$ cat config.mk
export PLATFORM = sky130hd
export DESIGN_NAME = external_irq_latch
export DESIGN_NICKNAME = d
export VERILOG_FILES = /design/src/logic/ext_irq_pkg.sv /design/src/logic/external_irq_latch.sv
export SDC_FILE = /design/constraint.sdc
export NUM_CORES = 1
export LEC_CHECK = 0
export BUFFER_PORTS_ARGS = -buffer_cell sky130_fd_sc_hd__buf_4
export CAP_MARGIN = 0
export CORE_ASPECT_RATIO = 1.25
export CORE_MARGIN = 2
export CORE_UTILIZATION = 30
export CTS_BUF_LIST = sky130_fd_sc_hd__clkbuf_8
export DETAILED_ROUTE_END_ITERATION = 16
export PLACE_DENSITY = 0.7
export SYNTH_ARGS = -nofsm -noshare
export SYNTH_HDL_FRONTEND = slang
export SYNTH_SLANG_ARGS = --single-unit
$ cat constraint.sdc
create_clock -name clk_i -period 4.8 [get_ports clk_i]
set_input_delay 0.24 -clock clk_i [delete_from_list [all_inputs] [get_ports clk_i]]
set_output_delay 0.24 -clock clk_i [all_outputs]
set_load 0.02 [all_outputs]
$ cat src/logic/ext_irq_pkg.sv
// Package: register map, field positions and carrier types of the external interrupt latch
package ext_irq_pkg;
	// Register byte offsets
	localparam logic [7:0] OFF_STATUS_CONTROL = 8'h00;
	localparam logic [7:0] OFF_BREAK_CTRL     = 8'h04;
	localparam logic [7:0] OFF_EVT_STATUS     = 8'h08;
	localparam logic [7:0] OFF_EVT_MASK       = 8'h0C;
	localparam logic [7:0] OFF_VECTOR         = 8'h10;
	// Field positions of irq_status_control
	localparam int BIT_MODE = 0;
	localparam int BIT_MASK = 1;
	localparam int BIT_ACK  = 2;
	localparam int BIT_FLAG = 3;
	// Field position of break_flag_control_reg
	localparam int BIT_BRK_CLR_EN = 7;
	// Event status bits
	localparam int EVT_LATCH = 0;
	localparam int EVT_ACK   = 1;
	// Reset values
	localparam logic [7:0] RST_STATUS_CONTROL = 8'h00;
	localparam logic [7:0] RST_BREAK_CTRL     = 8'h00;
	localparam logic [1:0] RST_EVT_MASK       = 2'h0;
	// Vector location of this interrupt
	localparam logic [15:0] VEC_ADDR_HI = 16'hFFFA;
	localparam logic [15:0] VEC_ADDR_LO = 16'hFFFB;
	// AXI responses
	localparam logic [1:0] RESP_OKAY   = 2'h0;
	localparam logic [1:0] RESP_SLVERR = 2'h2;

	// Write and read channel carriers
	typedef struct packed {
		logic        awvalid;
		logic [7:0]  awaddr;
		logic        wvalid;
		logic [31:0] wdata;
		logic [3:0]  wstrb;
		logic        bready;
	} axi_wr_req_t;
	typedef struct packed {
		logic        arvalid;
		logic [7:0]  araddr;
		logic        rready;
	} axi_rd_req_t;
	typedef struct packed {
		logic       awready;
		logic       wready;
		logic       bvalid;
		logic [1:0] bresp;
	} axi_wr_rsp_t;
	typedef struct packed {
		logic        arready;
		logic        rvalid;
		logic [31:0] rdata;
		logic [1:0]  rresp;
	} axi_rd_rsp_t;
endpackage

$ cat src/logic/external_irq_latch.sv
// External interrupt latch: pin edge/level capture, acknowledge, masking, AXI4-Lite registers
// How it works
// - Falling pin edge always sets the latch
// - Vector fetch acknowledge clears the latch
// - Writing one to acknowledge bit clears latch
// - Reset clears the latch
// - Level mode: clear needs acknowledge and high pin
// - Edge mode: acknowledge clears immediately
// - Mask bit holds request from CPU
// - Edges after software acknowledge set again
// - Serviced request uses vector FFFA/FFFB
// - CPU global mask also blocks request
// - Break with clear-enable low: acknowledge-bit write ignored
// - Break with clear-enable high: acknowledge clears
// - Acknowledge bit write-only, reads zero
// - Mask and trigger bits read/write, reset zero
// - Flag bit shows latched event
//
// Added by the designer: the AXI4-Lite slave port and the register offsets.
`timescale 1ns/1ns
`default_nettype none
module external_irq_latch (
	input  wire logic                      clk_i,
	input  wire logic                      rst_n_i,
	input  wire logic                      ext_int_pin_n_i,
	input  wire logic                      vector_fetch_i,
	input  wire logic                      cpu_int_mask_i,
	input  wire logic                      break_state_i,
	input  wire ext_irq_pkg::axi_wr_req_t  wr_req_i,
	output var  ext_irq_pkg::axi_wr_rsp_t  wr_rsp_o,
	input  wire ext_irq_pkg::axi_rd_req_t  rd_req_i,
	output var  ext_irq_pkg::axi_rd_rsp_t  rd_rsp_o,
	output logic                           cpu_irq_req_o,
	output logic [15:0]                    vector_addr_o,
	output logic                           event_irq_o
);
	import ext_irq_pkg::*;

	//--------------------------------------------------------------
	// Pin synchroniser and detection
	//--------------------------------------------------------------
	logic [2:0] pin_sync_q;
	logic       pin_q;
	logic       fall_edge;
	logic       pin_low;

	// Three stages; stage 0 is read only by stage 1
	always_ff @(posedge clk_i or negedge rst_n_i) begin
		if (!rst_n_i) begin
			pin_sync_q <= 3'h7;
		end else begin
			pin_sync_q <= {pin_sync_q[1:0], ext_int_pin_n_i};
		end
	end

	// Stable level only changes once stages one and two agree
	always_ff @(posedge clk_i or negedge rst_n_i) begin
		if (!rst_n_i) begin
			pin_q <= 1'b1;
		end else if (pin_sync_q[1] == pin_sync_q[2]) begin
			pin_q <= pin_sync_q[2];
		end
	end

	assign fall_edge = pin_q && (pin_sync_q[1] == pin_sync_q[2]) && !pin_sync_q[2];
	assign pin_low   = !pin_q;

	//--------------------------------------------------------------
	// Bus write path
	//--------------------------------------------------------------
	logic        aw_held_q;
	logic        w_held_q;
	logic [7:0]  aw_addr_q;
	logic [31:0] w_data_q;
	logic [3:0]  w_strb_q;
	logic        bvalid_q;
	logic [1:0]  bresp_q;
	logic        wr_fire;
	logic        wr_hit;
	logic        awready_q;
	logic        wready_q;
	logic        aw_held_d;
	logic        w_held_d;
	logic        bvalid_d;

	assign wr_rsp_o.awready = awready_q;
	assign wr_rsp_o.wready  = wready_q;
	assign wr_rsp_o.bvalid  = bvalid_q;
	assign wr_rsp_o.bresp   = bresp_q;
	assign wr_fire = aw_held_q && w_held_q && !bvalid_q;

	// Address and data taken in either order; write happens once both are held
	always_ff @(posedge clk_i or negedge rst_n_i) begin
		if (!rst_n_i) begin
			aw_held_q <= 1'b0;
			w_held_q  <= 1'b0;
			aw_addr_q <= 8'h00;
			w_data_q  <= 32'h0000_0000;
			w_strb_q  <= 4'h0;
			bvalid_q  <= 1'b0;
			bresp_q   <= RESP_OKAY;
		end else begin
			if (wr_req_i.awvalid && wr_rsp_o.awready) begin
				aw_held_q <= 1'b1;
				aw_addr_q <= wr_req_i.awaddr;
			end
			if (wr_req_i.wvalid && wr_rsp_o.wready) begin
				w_held_q <= 1'b1;
				w_data_q <= wr_req_i.wdata;
				w_strb_q <= wr_req_i.wstrb;
			end
			if (wr_fire) begin
				aw_held_q <= 1'b0;
				w_held_q  <= 1'b0;
				bvalid_q  <= 1'b1;
				bresp_q   <= wr_hit ? RESP_OKAY : RESP_SLVERR;
			end else if (bvalid_q && wr_req_i.bready) begin
				bvalid_q <= 1'b0;
			end
		end
	end

	// Next held and response state, so that the ready outputs can come from flops
	always_comb begin
		aw_held_d = aw_held_q || (wr_req_i.awvalid && awready_q);
		w_held_d  = w_held_q || (wr_req_i.wvalid && wready_q);
		bvalid_d  = bvalid_q && !wr_req_i.bready;
		if (wr_fire) begin
			aw_held_d = 1'b0;
			w_held_d  = 1'b0;
			bvalid_d  = 1'b1;
		end
	end

	// Registered ready: low while a channel is held or a response waits
	always_ff @(posedge clk_i or negedge rst_n_i) begin
		if (!rst_n_i) begin
			awready_q <= 1'b1;
			wready_q  <= 1'b1;
		end else begin
			awready_q <= !aw_held_d && !bvalid_d;
			wready_q  <= !w_held_d && !bvalid_d;
		end
	end

	// Unmapped address answers SLVERR
	always_comb begin
		unique case ({aw_addr_q[7:2], 2'b00})
			OFF_STATUS_CONTROL, OFF_BREAK_CTRL, OFF_EVT_MASK: wr_hit = 1'b1;
			default: wr_hit = 1'b0;
		endcase
	end

	//--------------------------------------------------------------
	// Control registers
	//--------------------------------------------------------------
	logic       mode_q;
	logic       mask_q;
	logic       brk_clr_en_q;
	logic [1:0] evt_mask_q;
	logic       wr_sc;
	logic       sw_ack;

	assign wr_sc  = wr_fire && ({aw_addr_q[7:2], 2'b00} == OFF_STATUS_CONTROL) && w_strb_q[0];
	assign sw_ack = wr_sc && w_data_q[BIT_ACK] && (!break_state_i || brk_clr_en_q);

	// Mode and mask are plain read/write bits, cleared by reset
	always_ff @(posedge clk_i or negedge rst_n_i) begin
		if (!rst_n_i) begin
			mode_q <= RST_STATUS_CONTROL[BIT_MODE];
			mask_q <= RST_STATUS_CONTROL[BIT_MASK];
		end else if (wr_sc) begin
			mode_q <= w_data_q[BIT_MODE];
			mask_q <= w_data_q[BIT_MASK];
		end
	end

	// Break clear-enable and event mask
	always_ff @(posedge clk_i or negedge rst_n_i) begin
		if (!rst_n_i) begin
			brk_clr_en_q <= RST_BREAK_CTRL[BIT_BRK_CLR_EN];
			evt_mask_q   <= RST_EVT_MASK;
		end else if (wr_fire && w_strb_q[0]) begin
			if ({aw_addr_q[7:2], 2'b00} == OFF_BREAK_CTRL) begin
				brk_clr_en_q <= w_data_q[BIT_BRK_CLR_EN];
			end
			if ({aw_addr_q[7:2], 2'b00} == OFF_EVT_MASK) begin
				evt_mask_q <= w_data_q[1:0];
			end
		end
	end

	//--------------------------------------------------------------
	// Interrupt latch
	//--------------------------------------------------------------
	logic latch_q;
	logic ack_pend_q;
	logic ack_any;

	// Vector fetch acknowledges only when this latch is the one being serviced
	assign ack_any = sw_ack || (vector_fetch_i && cpu_irq_req_o);

	// Edge sets; acks clear. Set wins so an edge coincident with ack is kept
	always_ff @(posedge clk_i or negedge rst_n_i) begin
		if (!rst_n_i) begin
			latch_q    <= 1'b0;
			ack_pend_q <= 1'b0;
		end else if (fall_edge) begin
			latch_q    <= 1'b1;
			ack_pend_q <= 1'b0;
		end else if (!mode_q) begin
			ack_pend_q <= 1'b0;
			if (ack_any) begin
				latch_q <= 1'b0;
			end
		end else if ((ack_any || ack_pend_q) && latch_q) begin
			// Level mode: clear waits for pin high, in either order
			if (pin_low) begin
				ack_pend_q <= 1'b1;
			end else begin
				latch_q    <= 1'b0;
				ack_pend_q <= 1'b0;
			end
		end
	end

	//--------------------------------------------------------------
	// CPU request and vector
	//--------------------------------------------------------------
	// Both the module mask and the CPU global mask hold off the request
	always_ff @(posedge clk_i or negedge rst_n_i) begin
		if (!rst_n_i) begin
			cpu_irq_req_o <= 1'b0;
			vector_addr_o <= VEC_ADDR_HI;
		end else begin
			cpu_irq_req_o <= latch_q && !mask_q && !cpu_int_mask_i && !ack_any;
			vector_addr_o <= VEC_ADDR_HI; // low byte at VEC_ADDR_LO
		end
	end

	//--------------------------------------------------------------
	// Sticky events and read path
	//--------------------------------------------------------------
	logic [1:0]  evt_q;
	logic        rvalid_q;
	logic [31:0] rdata_q;
	logic [1:0]  rresp_q;
	logic        rd_take;
	logic        rd_evt;
	logic        arready_q;

	assign rd_take = rd_req_i.arvalid && !rvalid_q;
	assign rd_evt  = rd_take && ({rd_req_i.araddr[7:2], 2'b00} == OFF_EVT_STATUS);

	// Read clears; new event in same cycle wins
	always_ff @(posedge clk_i or negedge rst_n_i) begin
		if (!rst_n_i) begin
			evt_q <= 2'h0;
		end else begin
			evt_q[EVT_LATCH] <= fall_edge || (evt_q[EVT_LATCH] && !rd_evt);
			evt_q[EVT_ACK]   <= ack_any || (evt_q[EVT_ACK] && !rd_evt);
		end
	end

	// One level interrupt while any unmasked sticky event is set
	always_ff @(posedge clk_i or negedge rst_n_i) begin
		if (!rst_n_i) begin
			event_irq_o <= 1'b0;
		end else begin
			event_irq_o <= |(evt_q & evt_mask_q);
		end
	end

	// Registered read ready: low from the take until the data is accepted
	always_ff @(posedge clk_i or negedge rst_n_i) begin
		if (!rst_n_i) begin
			arready_q <= 1'b1;
		end else begin
			arready_q <= !(rd_take || (rvalid_q && !rd_req_i.rready));
		end
	end

	// Read response comes straight from its flops
	assign rd_rsp_o.arready = arready_q;
	assign rd_rsp_o.rvalid  = rvalid_q;
	assign rd_rsp_o.rdata   = rdata_q;
	assign rd_rsp_o.rresp   = rresp_q;

	// Read data; acknowledge bit always reads zero flag mirrors latch
	always_ff @(posedge clk_i or negedge rst_n_i) begin
		if (!rst_n_i) begin
			rvalid_q <= 1'b0;
			rdata_q  <= 32'h0000_0000;
			rresp_q  <= RESP_OKAY;
		end else if (rd_take) begin
			rvalid_q <= 1'b1;
			rresp_q  <= RESP_OKAY;
			rdata_q  <= 32'h0000_0000;
			unique case ({rd_req_i.araddr[7:2], 2'b00})
				OFF_STATUS_CONTROL: begin
					rdata_q[BIT_MODE] <= mode_q;
					rdata_q[BIT_MASK] <= mask_q;
					rdata_q[BIT_FLAG] <= latch_q;
				end
				OFF_BREAK_CTRL: rdata_q[BIT_BRK_CLR_EN] <= brk_clr_en_q;
				OFF_EVT_STATUS: rdata_q[1:0] <= evt_q;
				OFF_EVT_MASK:   rdata_q[1:0] <= evt_mask_q;
				OFF_VECTOR:     rdata_q[15:0] <= VEC_ADDR_HI;
				default:        rresp_q <= RESP_SLVERR;
			endcase
		end else if (rvalid_q && rd_req_i.rready) begin
			rvalid_q <= 1'b0;
		end
	end

	//--------------------------------------------------------------
	// Assertions
	//--------------------------------------------------------------
	a_edge_sets: assert property (@(posedge clk_i) disable iff (!rst_n_i)
		fall_edge |=> latch_q)
		else $error("falling edge did not set latch");

	a_edge_mode_ack: assert property (@(posedge clk_i) disable iff (!rst_n_i)
		(!mode_q && ack_any && !fall_edge) |=> !latch_q)
		else $error("edge mode ack did not clear latch");

	a_level_hold: assert property (@(posedge clk_i) disable iff (!rst_n_i)
		(mode_q && latch_q && pin_low) |=> latch_q)
		else $error("level mode latch cleared while pin low");

	a_mask_blocks: assert property (@(posedge clk_i) disable iff (!rst_n_i)
		mask_q |=> !cpu_irq_req_o)
		else $error("masked request reached CPU");

	a_global_mask_blocks: assert property (@(posedge clk_i) disable iff (!rst_n_i)
		cpu_int_mask_i |=> !cpu_irq_req_o)
		else $error("global mask did not block request");

	a_break_protect: assert property (@(posedge clk_i) disable iff (!rst_n_i)
		(break_state_i && !brk_clr_en_q && latch_q && !vector_fetch_i) |=> latch_q)
		else $error("latch cleared in protected break");

	a_ack_reads_zero: assert property (@(posedge clk_i) disable iff (!rst_n_i)
		rvalid_q |-> !rdata_q[BIT_ACK] || ($past(rd_req_i.araddr[7:2]) != 6'h00))
		else $error("acknowledge bit read as one");

	a_request_path: assert property (@(posedge clk_i) disable iff (!rst_n_i)
		(latch_q && !mask_q && !cpu_int_mask_i && !ack_any) |=> cpu_irq_req_o)
		else $error("unmasked latch not presented");

	a_sync_level: assert property (@(posedge clk_i) disable iff (!rst_n_i)
		$fell(pin_q) |-> $past(!pin_sync_q[1], 1) && $past(!pin_sync_q[2], 1))
		else $error("pin level changed without agreement");

	a_level_clear: assert property (@(posedge clk_i) disable iff (!rst_n_i)
		(mode_q && latch_q && ack_pend_q && !pin_low && !fall_edge) |=> !latch_q)
		else $error("level mode latch not cleared after pin high");

	a_flag_read: assert property (@(posedge clk_i) disable iff (!rst_n_i)
		(rd_take && ({rd_req_i.araddr[7:2], 2'b00} == OFF_STATUS_CONTROL))
		|=> (rdata_q[BIT_FLAG] == $past(latch_q)))
		else $error("flag bit does not show latch");
endmodule
`default_nettype wire

Word level (Yosys, flattened, before mapping)
Index checks and enable logic that the tools add are counted.

storage, ports and cells
  register bits after elaboration = 58
  latch bits = 0
  bits in writable memories = 0
  bits in read-only memories = 0
  bits of input ports = 63
  output and inout port bits = 59
  logic and storage cells = 123
  memories kept = 0

operators by class
  add/subtract/negate cells = 0
  $mul = 0
  div/mod/pow operators = 0
  order comparisons = 0
  equal/unequal tests = 9
  shift-type cells = 0
  muxes and demuxes = 28
  bitwise logic cells = 1
  reductions and logical operators = 61

operator list
  operator                                               count
  logical AND 1 bit                                      26
  2-to-1 mux 1 bit                                       21
  == test 6 x 2 -> 1 bit, second input constant          3
  logical NOT 1 bit                                      14
  == test 6 x 1 -> 1 bit, second input constant          2
  logical NOT 6 bit                                      2
  logical OR 1 bit                                       8
  2-to-1 mux 8 bit                                       1
  case mux 2 bit (4 select lines)                        1
  nonzero test 2 bit                                     4
  == test 6 x 3 -> 1 bit, second input constant          1
  OR reduction 5 bit                                     1
  2-to-1 mux 2 bit                                       2
  case mux 1 bit (2 select lines)                        2
  AND reduction 2 bit                                    2
  2-to-1 mux 3 bit                                       1
  inequality test 3 x 2 -> 1 bit, second input constant  1
  inequality test 3 bit, second input constant           1
  AND reduction 3 bit                                    1
  nonzero test 3 bit                                     1
  OR reduction 3 bit                                     1
  AND 2 bit                                              1
  OR reduction 2 bit                                     1
  == test 1 bit                                          1

Logic depth before layout (Yosys ltp)
Gate-level depths: netlist (run 1).

  depth in word-level cells = 12
  mapped depth = 4
  mapped depth without buffers = 4

Worst setup path after synthesis (run 1)
OpenSTA, ideal clock, no wires.

  kind = reg2reg
  start point = register aw_addr_q[5]
  end point = register brk_clr_en_q
  setup time = 0.128 ns
  arrival time = 1.832 ns
  data required time = 4.672 ns
  slack = 2.841 ns
  cell stages (with the launch flop) = 5
  path buffers = 0
  path through = dfrtp_1 > or4_4 > or4b_4 > nor2_1 > mux2_1

on the way
  cells in the longest elaborated chain, start to end = 2

ends and longest elaborated chain
  element                               line                       source
  from (decl)                           external_irq_latch.sv:73   logic [7:0] aw_addr_q;
  from (signal assigned)                external_irq_latch.sv:105  aw_addr_q <= wr_req_i.awaddr;
  == test 6 x 1 -> 1 bit                external_irq_latch.sv:184  if ({aw_addr_q[7:2], 2'b00} == OFF_BREAK_CTRL) begin
  AND reduction 2 bit (no source line)  -
  to (signal assigned)                  external_irq_latch.sv:181  brk_clr_en_q <= RST_BREAK_CTRL[BIT_BRK_CLR_EN];
  to (signal assigned)                  external_irq_latch.sv:185  brk_clr_en_q <= w_data_q[BIT_BRK_CLR_EN];
  to (decl)                             external_irq_latch.sv:159  logic brk_clr_en_q;

No other way between the ends.
A chain may end at the register's enable or synchronous reset.

Final worst setup path (run 1)
Same ends and word-level chain as after synthesis.

==> key figures, run 1 <==
Global route
  • Overflow after GRT: 0
  • Antenna violations before repair: 0
  • Vias in the first global route: between 1000 and 1500
  • Largest net degree at the start of global routing: 41
  • Total Routing Usage GR: a little under a tenth
  • First-pass GRT wire length: ~5.5 mm

Critical path
  • Arr. time, crit path: about 2.2 ns
  • CP max stage cell: or4_4
  • Worst-case reg-to-reg path depth: 4
  • Worst Path Required: between 4 and 5 ns
  • WS Path Type: reg -> reg
  • Worst Path Max Fanout: 3
  • WP buf/inv: 0
  • Critical Path Source Type: flip-flop
  • CP endpoint kind: flip-flop
  • CP top delay family: simple AND/OR/NAND/NOR gates
  • CP Depth: 4
  • Crit path cell chain: or4_4 -> or4b_4 -> nor2_1 -> mux2_1
  • Worst path max stage delay: ~0.56 ns

Drt
  • Routed wire per std cell: 11.2 µm
  • Via density: 4.14
  • Initial DRC Count: 28
  • Via count: 1276
  • Post-DRT Antenna Nets: 0
  • 1st-pass router iterations: 4
  • Drt total wl: 3.45 mm
  • Residual DRC count: 0

Die
  • Chip width: about 77 µm
  • Num ports: between 100 and 150
  • Die H: around 96 µm
  • Initial core utilization: between 30% and 40%
  • Core area: around 6500 µm²
  • Row cnt: 33
  • DIE AREA: 7400 µm²

Cells and area
  • Share of cells above drive strength 1: between 40% and 50%
  • Nets: ~280
  • Most common cell after layout, fill and taps aside: buf_4
  • Most frequent cells in the layout: 51 x buf_4, 35 x conb_1, 33 x dfrtp_1
  • ANT cells: 0
  • Seq. cell area: between 1000 and 1500 µm²
  • P&R area growth vs syn: 16.7%
  • Number of fill cells: ~670
  • Multi-input combinational cell area: between 700 and 800 µm²

Run status
  • Status: finished, final reports clean

Clock network
  • H-tree Lvls: 2
  • Root buf cell: clkbuf_8
  • CTS buffer count: 5
  • # resized after CTS: 0
  • Post CTS Setup Buffer Count: 0
  • Clock Latency Late Sink: 0.30 ns
  • CTS tree: yes
  • Clock transition at the registers of the reported paths: around 0.080 ns
  • Clk sinks: 40
  • CTS max path bufs: 2

Place
  • Dpl hpwl: approximately 2.7 mm
  • Gpl congestion: roughly 0.83
  • Port Buffers: around 50

Flow run
  • Max-cap violation count: 0

Worst hold path
  • Hold/Removal Path Class: in -> reg
  • Worst Hold Path Cells: 1

Synthesis
  • Asr flop ratio synth: between 90% and 100%
  • Synth Register Bits: 40
  • Cell Area, Synth: approximately 2000 µm²
  • Syn. warnings: 0
  • Post-synthesis cell type count: 39
  • Syn_area_per_cell: about 11 µm²
  • Synth Flop Type: dfrtp_1
  • Gate Count Post-Synth: about 180
  • Seq/Total Area, Yosys: between 50% and 60%
  • Number of flops mapped to enable cells by yosys: 0

STA
  • Final setup TNS: 0 ns
  • Slew Viols, Final: 0
  • Final Hold Viols: 0
  • Max Fclk: just under 0.5 GHz
  • Fin crit period: between 2 and 2.5 ns
  • Clock skew: roughly 0.011 ns
  • RSZ-0062 raised after global routing: no
  • Setup violators final: 0
  • Hold slack: 0.0428 ns
  • Period utilization: 42.9%

Pwr
  • Power Dens Cells: 447 nW/µm²
  • Static leakage: between 0.001 and 0.0015 µW
  • VDD IR-drop max: 0.262 mV
## final timing paths
| path | startpoint | endpoint | slack (ns) |
|---|---|---|---|
| min in group asynchronous | rst_n_i | aw_held_q | 0.44 |
| hold reg to reg | pin_sync_q[0] | pin_sync_q[1] | 0.36 |
| setup reg to reg | aw_addr_q[5] | brk_clr_en_q | 2.74 |
| setup / recovery | aw_addr_q[5] | brk_clr_en_q | 2.74 |
| max in group asynchronous | rst_n_i | arready_q | 3.99 |
| hold / removal | ext_int_pin_n_i | pin_sync_q[0] | 0.04 |
## metal layers
layer | track usage [%] | wire length (µm) | part of all wire [%] | up-vias
met5 | 0 | 0 | 0 | -
met2 | 15.5 | 1580 | 46 | 73
met1 | 11.1 | 1450 | 42 | 594
li1 | - | - | - | 602
met3 | 3.94 | 354 | 10 | 7
met4 | 4.02 | 62 | 1.8 | 0
## power by group
group          leakage (µW)  total (µW)  switching, µW  internal [µW]
logic              0.000606         300            151            150
clock network     0.0000445         225            122            103
registers          0.000482         528           78.3            450
## cells in the mapped netlist, types with 2 or more instances
cell type	instances	area, µm²
mux2_2	16	180
nor2_1	6	22.5
inv_1	3	11.3
nand2_1	14	52.6
o2bb2ai_1	2	17.5
buf_4	50	375
nor3_1	2	10.0
dfstp_2	7	184
mux2i_1	2	20.0
dfrtp_1	33	826
o21ai_0	6	30.0
nor3b_1	2	15.0
nand2b_1	3	18.8
nor2b_1	3	18.8
conb_1	2	7.51
a21oi_1	5	25.0
## cell type report
cell class,count,share of cell area (%)
Inverter,3,0.478
Timing Repair Buffer,52,16.7
Tap cell,87,4.62
Sequential cell,40,42.9
Clock buffer,5,2.92
Clock inverter,3,0.903
Multi-Input combinational cell,118,31.5
## logic make-up after synthesis
group,after synthesis,synth area share (%)
fa+ha+maj,1,0.496
buf+inv,54,19.3
other cells,2,0.372
simple gates,42,12.3
mux,19,10.5
flops,40,50.0
compound gates,21,6.94
## flip-flops by register name (all words and copies together) (netlist names), 2 cells and up
name / cells
evt_q: 2
w_data_q: 4
aw_addr_q: 6
pin_sync_q: 3
rdata_q: 5
evt_mask_q: 2
## worst register-to-register path, delay by kind of cell, from the launching register on
| kind | cells | cell delay, ns |
|---|---|---|
| DFF | 1 | 0.38 |
| and+or+nand+nor | 3 | 1.23 |
| muxes | 1 | 0.32 |
## per-stage QoR
step	std cells	area (µm²)	utilization [%]	total power (µW)	setup WS, ns
floorplan	212	2140	-	767	2.84
global placement	299	2250	34.6	828	2.77
detailed placement	299	2250	34.6	840	2.76
CTS	308	2350	36.1	1070	2.74
global route	308	2350	36.1	1120	2.69
finish	308	2350	36.1	1050	2.74
## timing repair
action,in CTS,in global routing
hold buffers,1,0
endpoints found under the hold margin,33,0
setup endpoints to repair,0,0
(Power assumes the default switching activity.)
==> run 2: changes to the inputs <==
--- a/config.mk
+++ b/config.mk
@@ -12,7 +12,7 @@
 export CORE_UTILIZATION = 30
 export CTS_BUF_LIST = sky130_fd_sc_hd__clkbuf_8
 export DETAILED_ROUTE_END_ITERATION = 16
-export PLACE_DENSITY = 0.7
+export PLACE_DENSITY = 0.72
 export SYNTH_ARGS = -nofsm -noshare
 export SYNTH_HDL_FRONTEND = slang
 export SYNTH_SLANG_ARGS = --single-unit
==> constraint.sdc (replaced) <==
create_clock -name clk_i -period 1.7 [get_ports clk_i]
set_input_delay 0.085 -clock clk_i [delete_from_list [all_inputs] [get_ports clk_i]]
set_output_delay 0.085 -clock clk_i [all_outputs]
set_load 0.02 [all_outputs]
==> run 2 against run 1 <==
Effect of this change:
- the flow now finishes with violations (setup timing)
- largest cell class unchanged
- cell area increased by 6.9%
- first-iteration DRC count is 14% lower
- clock power increased to 3.4 times the previous value
- count of clock-buffer cells in the layout is the same
- critical endpoint is now mode_q
- non-clock buffer count rose by 13
- routed wire length grew 7.8%
- die area unchanged
- sequential share of layout area shrank 2.8 points
- sequential cell count is the same
- sequential power rose to 2.8 times the previous value
==> key figures, run 2 (synthesis gave the netlist of run 1 again) <==
Run status
  • Status: finished with violations
  • Failing checks: setup timing

Cells and area
  • Nets: 296 (+4.6%)
  • Largest register FFs: 6 (unchanged)
  • ANT cells: 0 (unchanged)
  • Number of fill cells: 646 (-2.9%)
  • Share of cells above drive strength 1: 43.2% (+2.9 points)
  • P&R area growth vs syn: 24.7%
  • Most common cell after layout, fill and taps aside: buf_4
  • Largest Register: aw_addr_q
  • Top Registers: aw_addr_q x6, rdata_q x5, w_data_q x4
  • Most frequent cells in the layout: 60 x buf_4, 35 x conb_1, 33 x dfrtp_1

Die
  • Num ports: 122 (unchanged)
  • DIE AREA: 7400 µm² (unchanged)
  • Initial core utilization: 30.9% (unchanged)
  • Die H: 95.7 µm (unchanged)
  • Chip width: 77.4 µm (unchanged)
  • Core area: 6520 µm² (unchanged)
  • Row cnt: 33 (unchanged)

Clock network
  • CTS buffer count: 5 (unchanged)
  • CTS max path bufs: 2 (unchanged)
  • Clock transition at the registers of the reported paths: 0.08 ns (about the same)
  • H-tree Lvls: 2 (unchanged)
  • CTS tree: yes
  • Root buf cell: clkbuf_8
  • Clock Latency Late Sink: 0.28 ns (-0.02 ns)
  • Clk sinks: 40 (unchanged)

Worst hold path
  • Hold/Removal Path Class: in -> reg

STA
  • Final setup TNS: -2.28 ns (-2.28 ns)
  • Setup violators final: 9 (+9)
  • RSZ-0062 raised after global routing: yes
  • Slew Viols, Final: 0 (unchanged)
  • Worst slew margin: between 60 and 70%
  • Period utilization: 118% (+76 points)
  • Worst-Margin Slew: about 0.50 ns
  • Max Fclk: 0.497 GHz (+2.2%)
  • Clock skew: 0.00612 ns (-0.00471 ns)
  • Fin crit period: 2.01 ns (-0.0446 ns)
  • PnR worst setup slack: -0.312 ns (-3.06 ns)
  • Final Hold Viols: 0 (unchanged)

Global route
  • Vias in the first global route: 1338 (+13%)
  • First-pass GRT wire length: 6.00 mm (+10%)
  • Overflow after GRT: 0 (unchanged)
  • Total Routing Usage GR: 10.3% (+0.82 points)
  • Largest net degree at the start of global routing: 41 (unchanged)
  • Antenna violations before repair: 0 (unchanged)

Place
  • Pre-CTS WS: -0.304 ns (-3.07 ns)
  • Port Buffers: 51 (unchanged)
  • Dpl hpwl: 2.88 mm (+5.6%)
  • Gpl congestion: 0.855 (+3.3%)

Drt
  • Initial DRC Count: 24 (-14%)
  • Drt total wl: 3.72 mm (+7.8%)
  • Post-DRT Antenna Nets: 0 (unchanged)
  • Residual DRC count: 0 (unchanged)
  • Routed wire per std cell: 11.6 µm (+3.4%)
  • Via density: 4.19 (+1.2%)
  • Via count: 1346 (+5.5%)
  • 1st-pass router iterations: 5 (+1)

Critical path
  • CP endpoint kind: flip-flop
  • Worst Path Max Fanout: 3 (unchanged)
  • WS Path Type: reg -> reg
  • CP max stage cell: or4_4
  • Worst path max stage delay: 0.54 ns (-0.02 ns)
  • Crit path cell chain: or4_4 -> or4b_4 -> nor2_4 -> mux2_2
  • Critical Path Source Type: flip-flop
  • Worst Path Required: 1.87 ns (-3.10 ns)
  • Arr. time, crit path: 2.19 ns (-0.04 ns)

Pwr
  • Power Dens Cells: 1300 nW/µm² (+190%)
  • Static leakage: 0.00122 µW (+7.5%)
  • VDD IR-drop max: 1.02 mV (+290%)

Flow run
  • Max-cap violation count: 0 (unchanged)
==> run 2: cell types whose count changed in the layout (fill, tap and decap cells not counted), moves of 2 or more <==
| cell | before | now |
|---|---|---|
| mux2_2 | 16 | 14 |
| dlygate4sd3_1 | 1 | 4 |
| buf_4 | 51 | 60 |
| mux2_4 | 0 | 2 |
==> run 2: per-stage QoR <==
step	util [%]	cell area (µm²)	hold WS, ns	std cells	total power [µW]
3_3_place_gp	35.4	2310	0.0851	306	2390
6_report	38.6	2520	0.0287	321	3270
2_1_floorplan	-	2140	-0.211	212	2170
3_5_place_dp	35.4	2310	0.0845	306	2420
5_1_grt	38.6	2520	0.0148	321	3480
4_1_cts	38.1	2490	0.0194	319	3260
==> run 2: final timing paths <==
kind	cells after the start	from	end	slack, ns
max in group asynchronous	2	rst_n_i	arready_q	1.03
min reg2reg	0	pin_sync_q[0]	pin_sync_q[1]	0.36
min in group asynchronous	2	rst_n_i	aw_held_q	0.30
min	2	wr_req_i[40]	aw_addr_q[2]	0.03
max reg2reg	4	aw_addr_q[5]	mode_q	-0.31
max	4	aw_addr_q[5]	mode_q	-0.31
==> run 2: what timing repair did <==
| item | in CTS | in global routing |
|---|---|---|
| buffers inserted | 2 | 2 |
| hold buffers | 4 | 0 |
| setup endpoints to repair | 9 | 9 |
| hold endpoints to repair | 36 | 0 |
| gates resized for setup | 4 | 4 |
| pin swaps | 1 | 2 |
==> run 2: critical path, delay by kind of cell (launching register included) <==
kind             cells  cell delay [ns]
AND/OR/NAND/NOR      3             1.20
flip-flops           1             0.39
multiplexers         1             0.33
==> run 2: cell type report <==
type / count / area [µm²] / share of cell area [%]
sequential: 40 / 1010 / 40.1
inverter: 3 / 11.3 / 0.447
clock inverter: 3 / 46.3 / 1.84
multi-input combinational: 118 / 771 / 30.6
timing repair buffer: 65 / 502 / 19.9
tap: 87 / 109 / 4.32
clock buffer: 5 / 68.8 / 2.73
==> run 2: layer usage <==
layer,share of wire (%),vias to the layer above,GRT usage (%)
li1,-,630,-
met1,39,641,11.0
met2,51,73,19.0
met3,9.7,2,3.66
met4,0.48,0,3.57
met5,0,-,0
==> run 2: power by group <==
part	total [µW]	leakage, µW	internal (µW)	switching (µW)
Sequential	1500	0.000482	1270	230
Combinational	1000	0.000681	519	481
Clock	770	0.0000548	442	328
Total	3270	0.00122	2230	1040
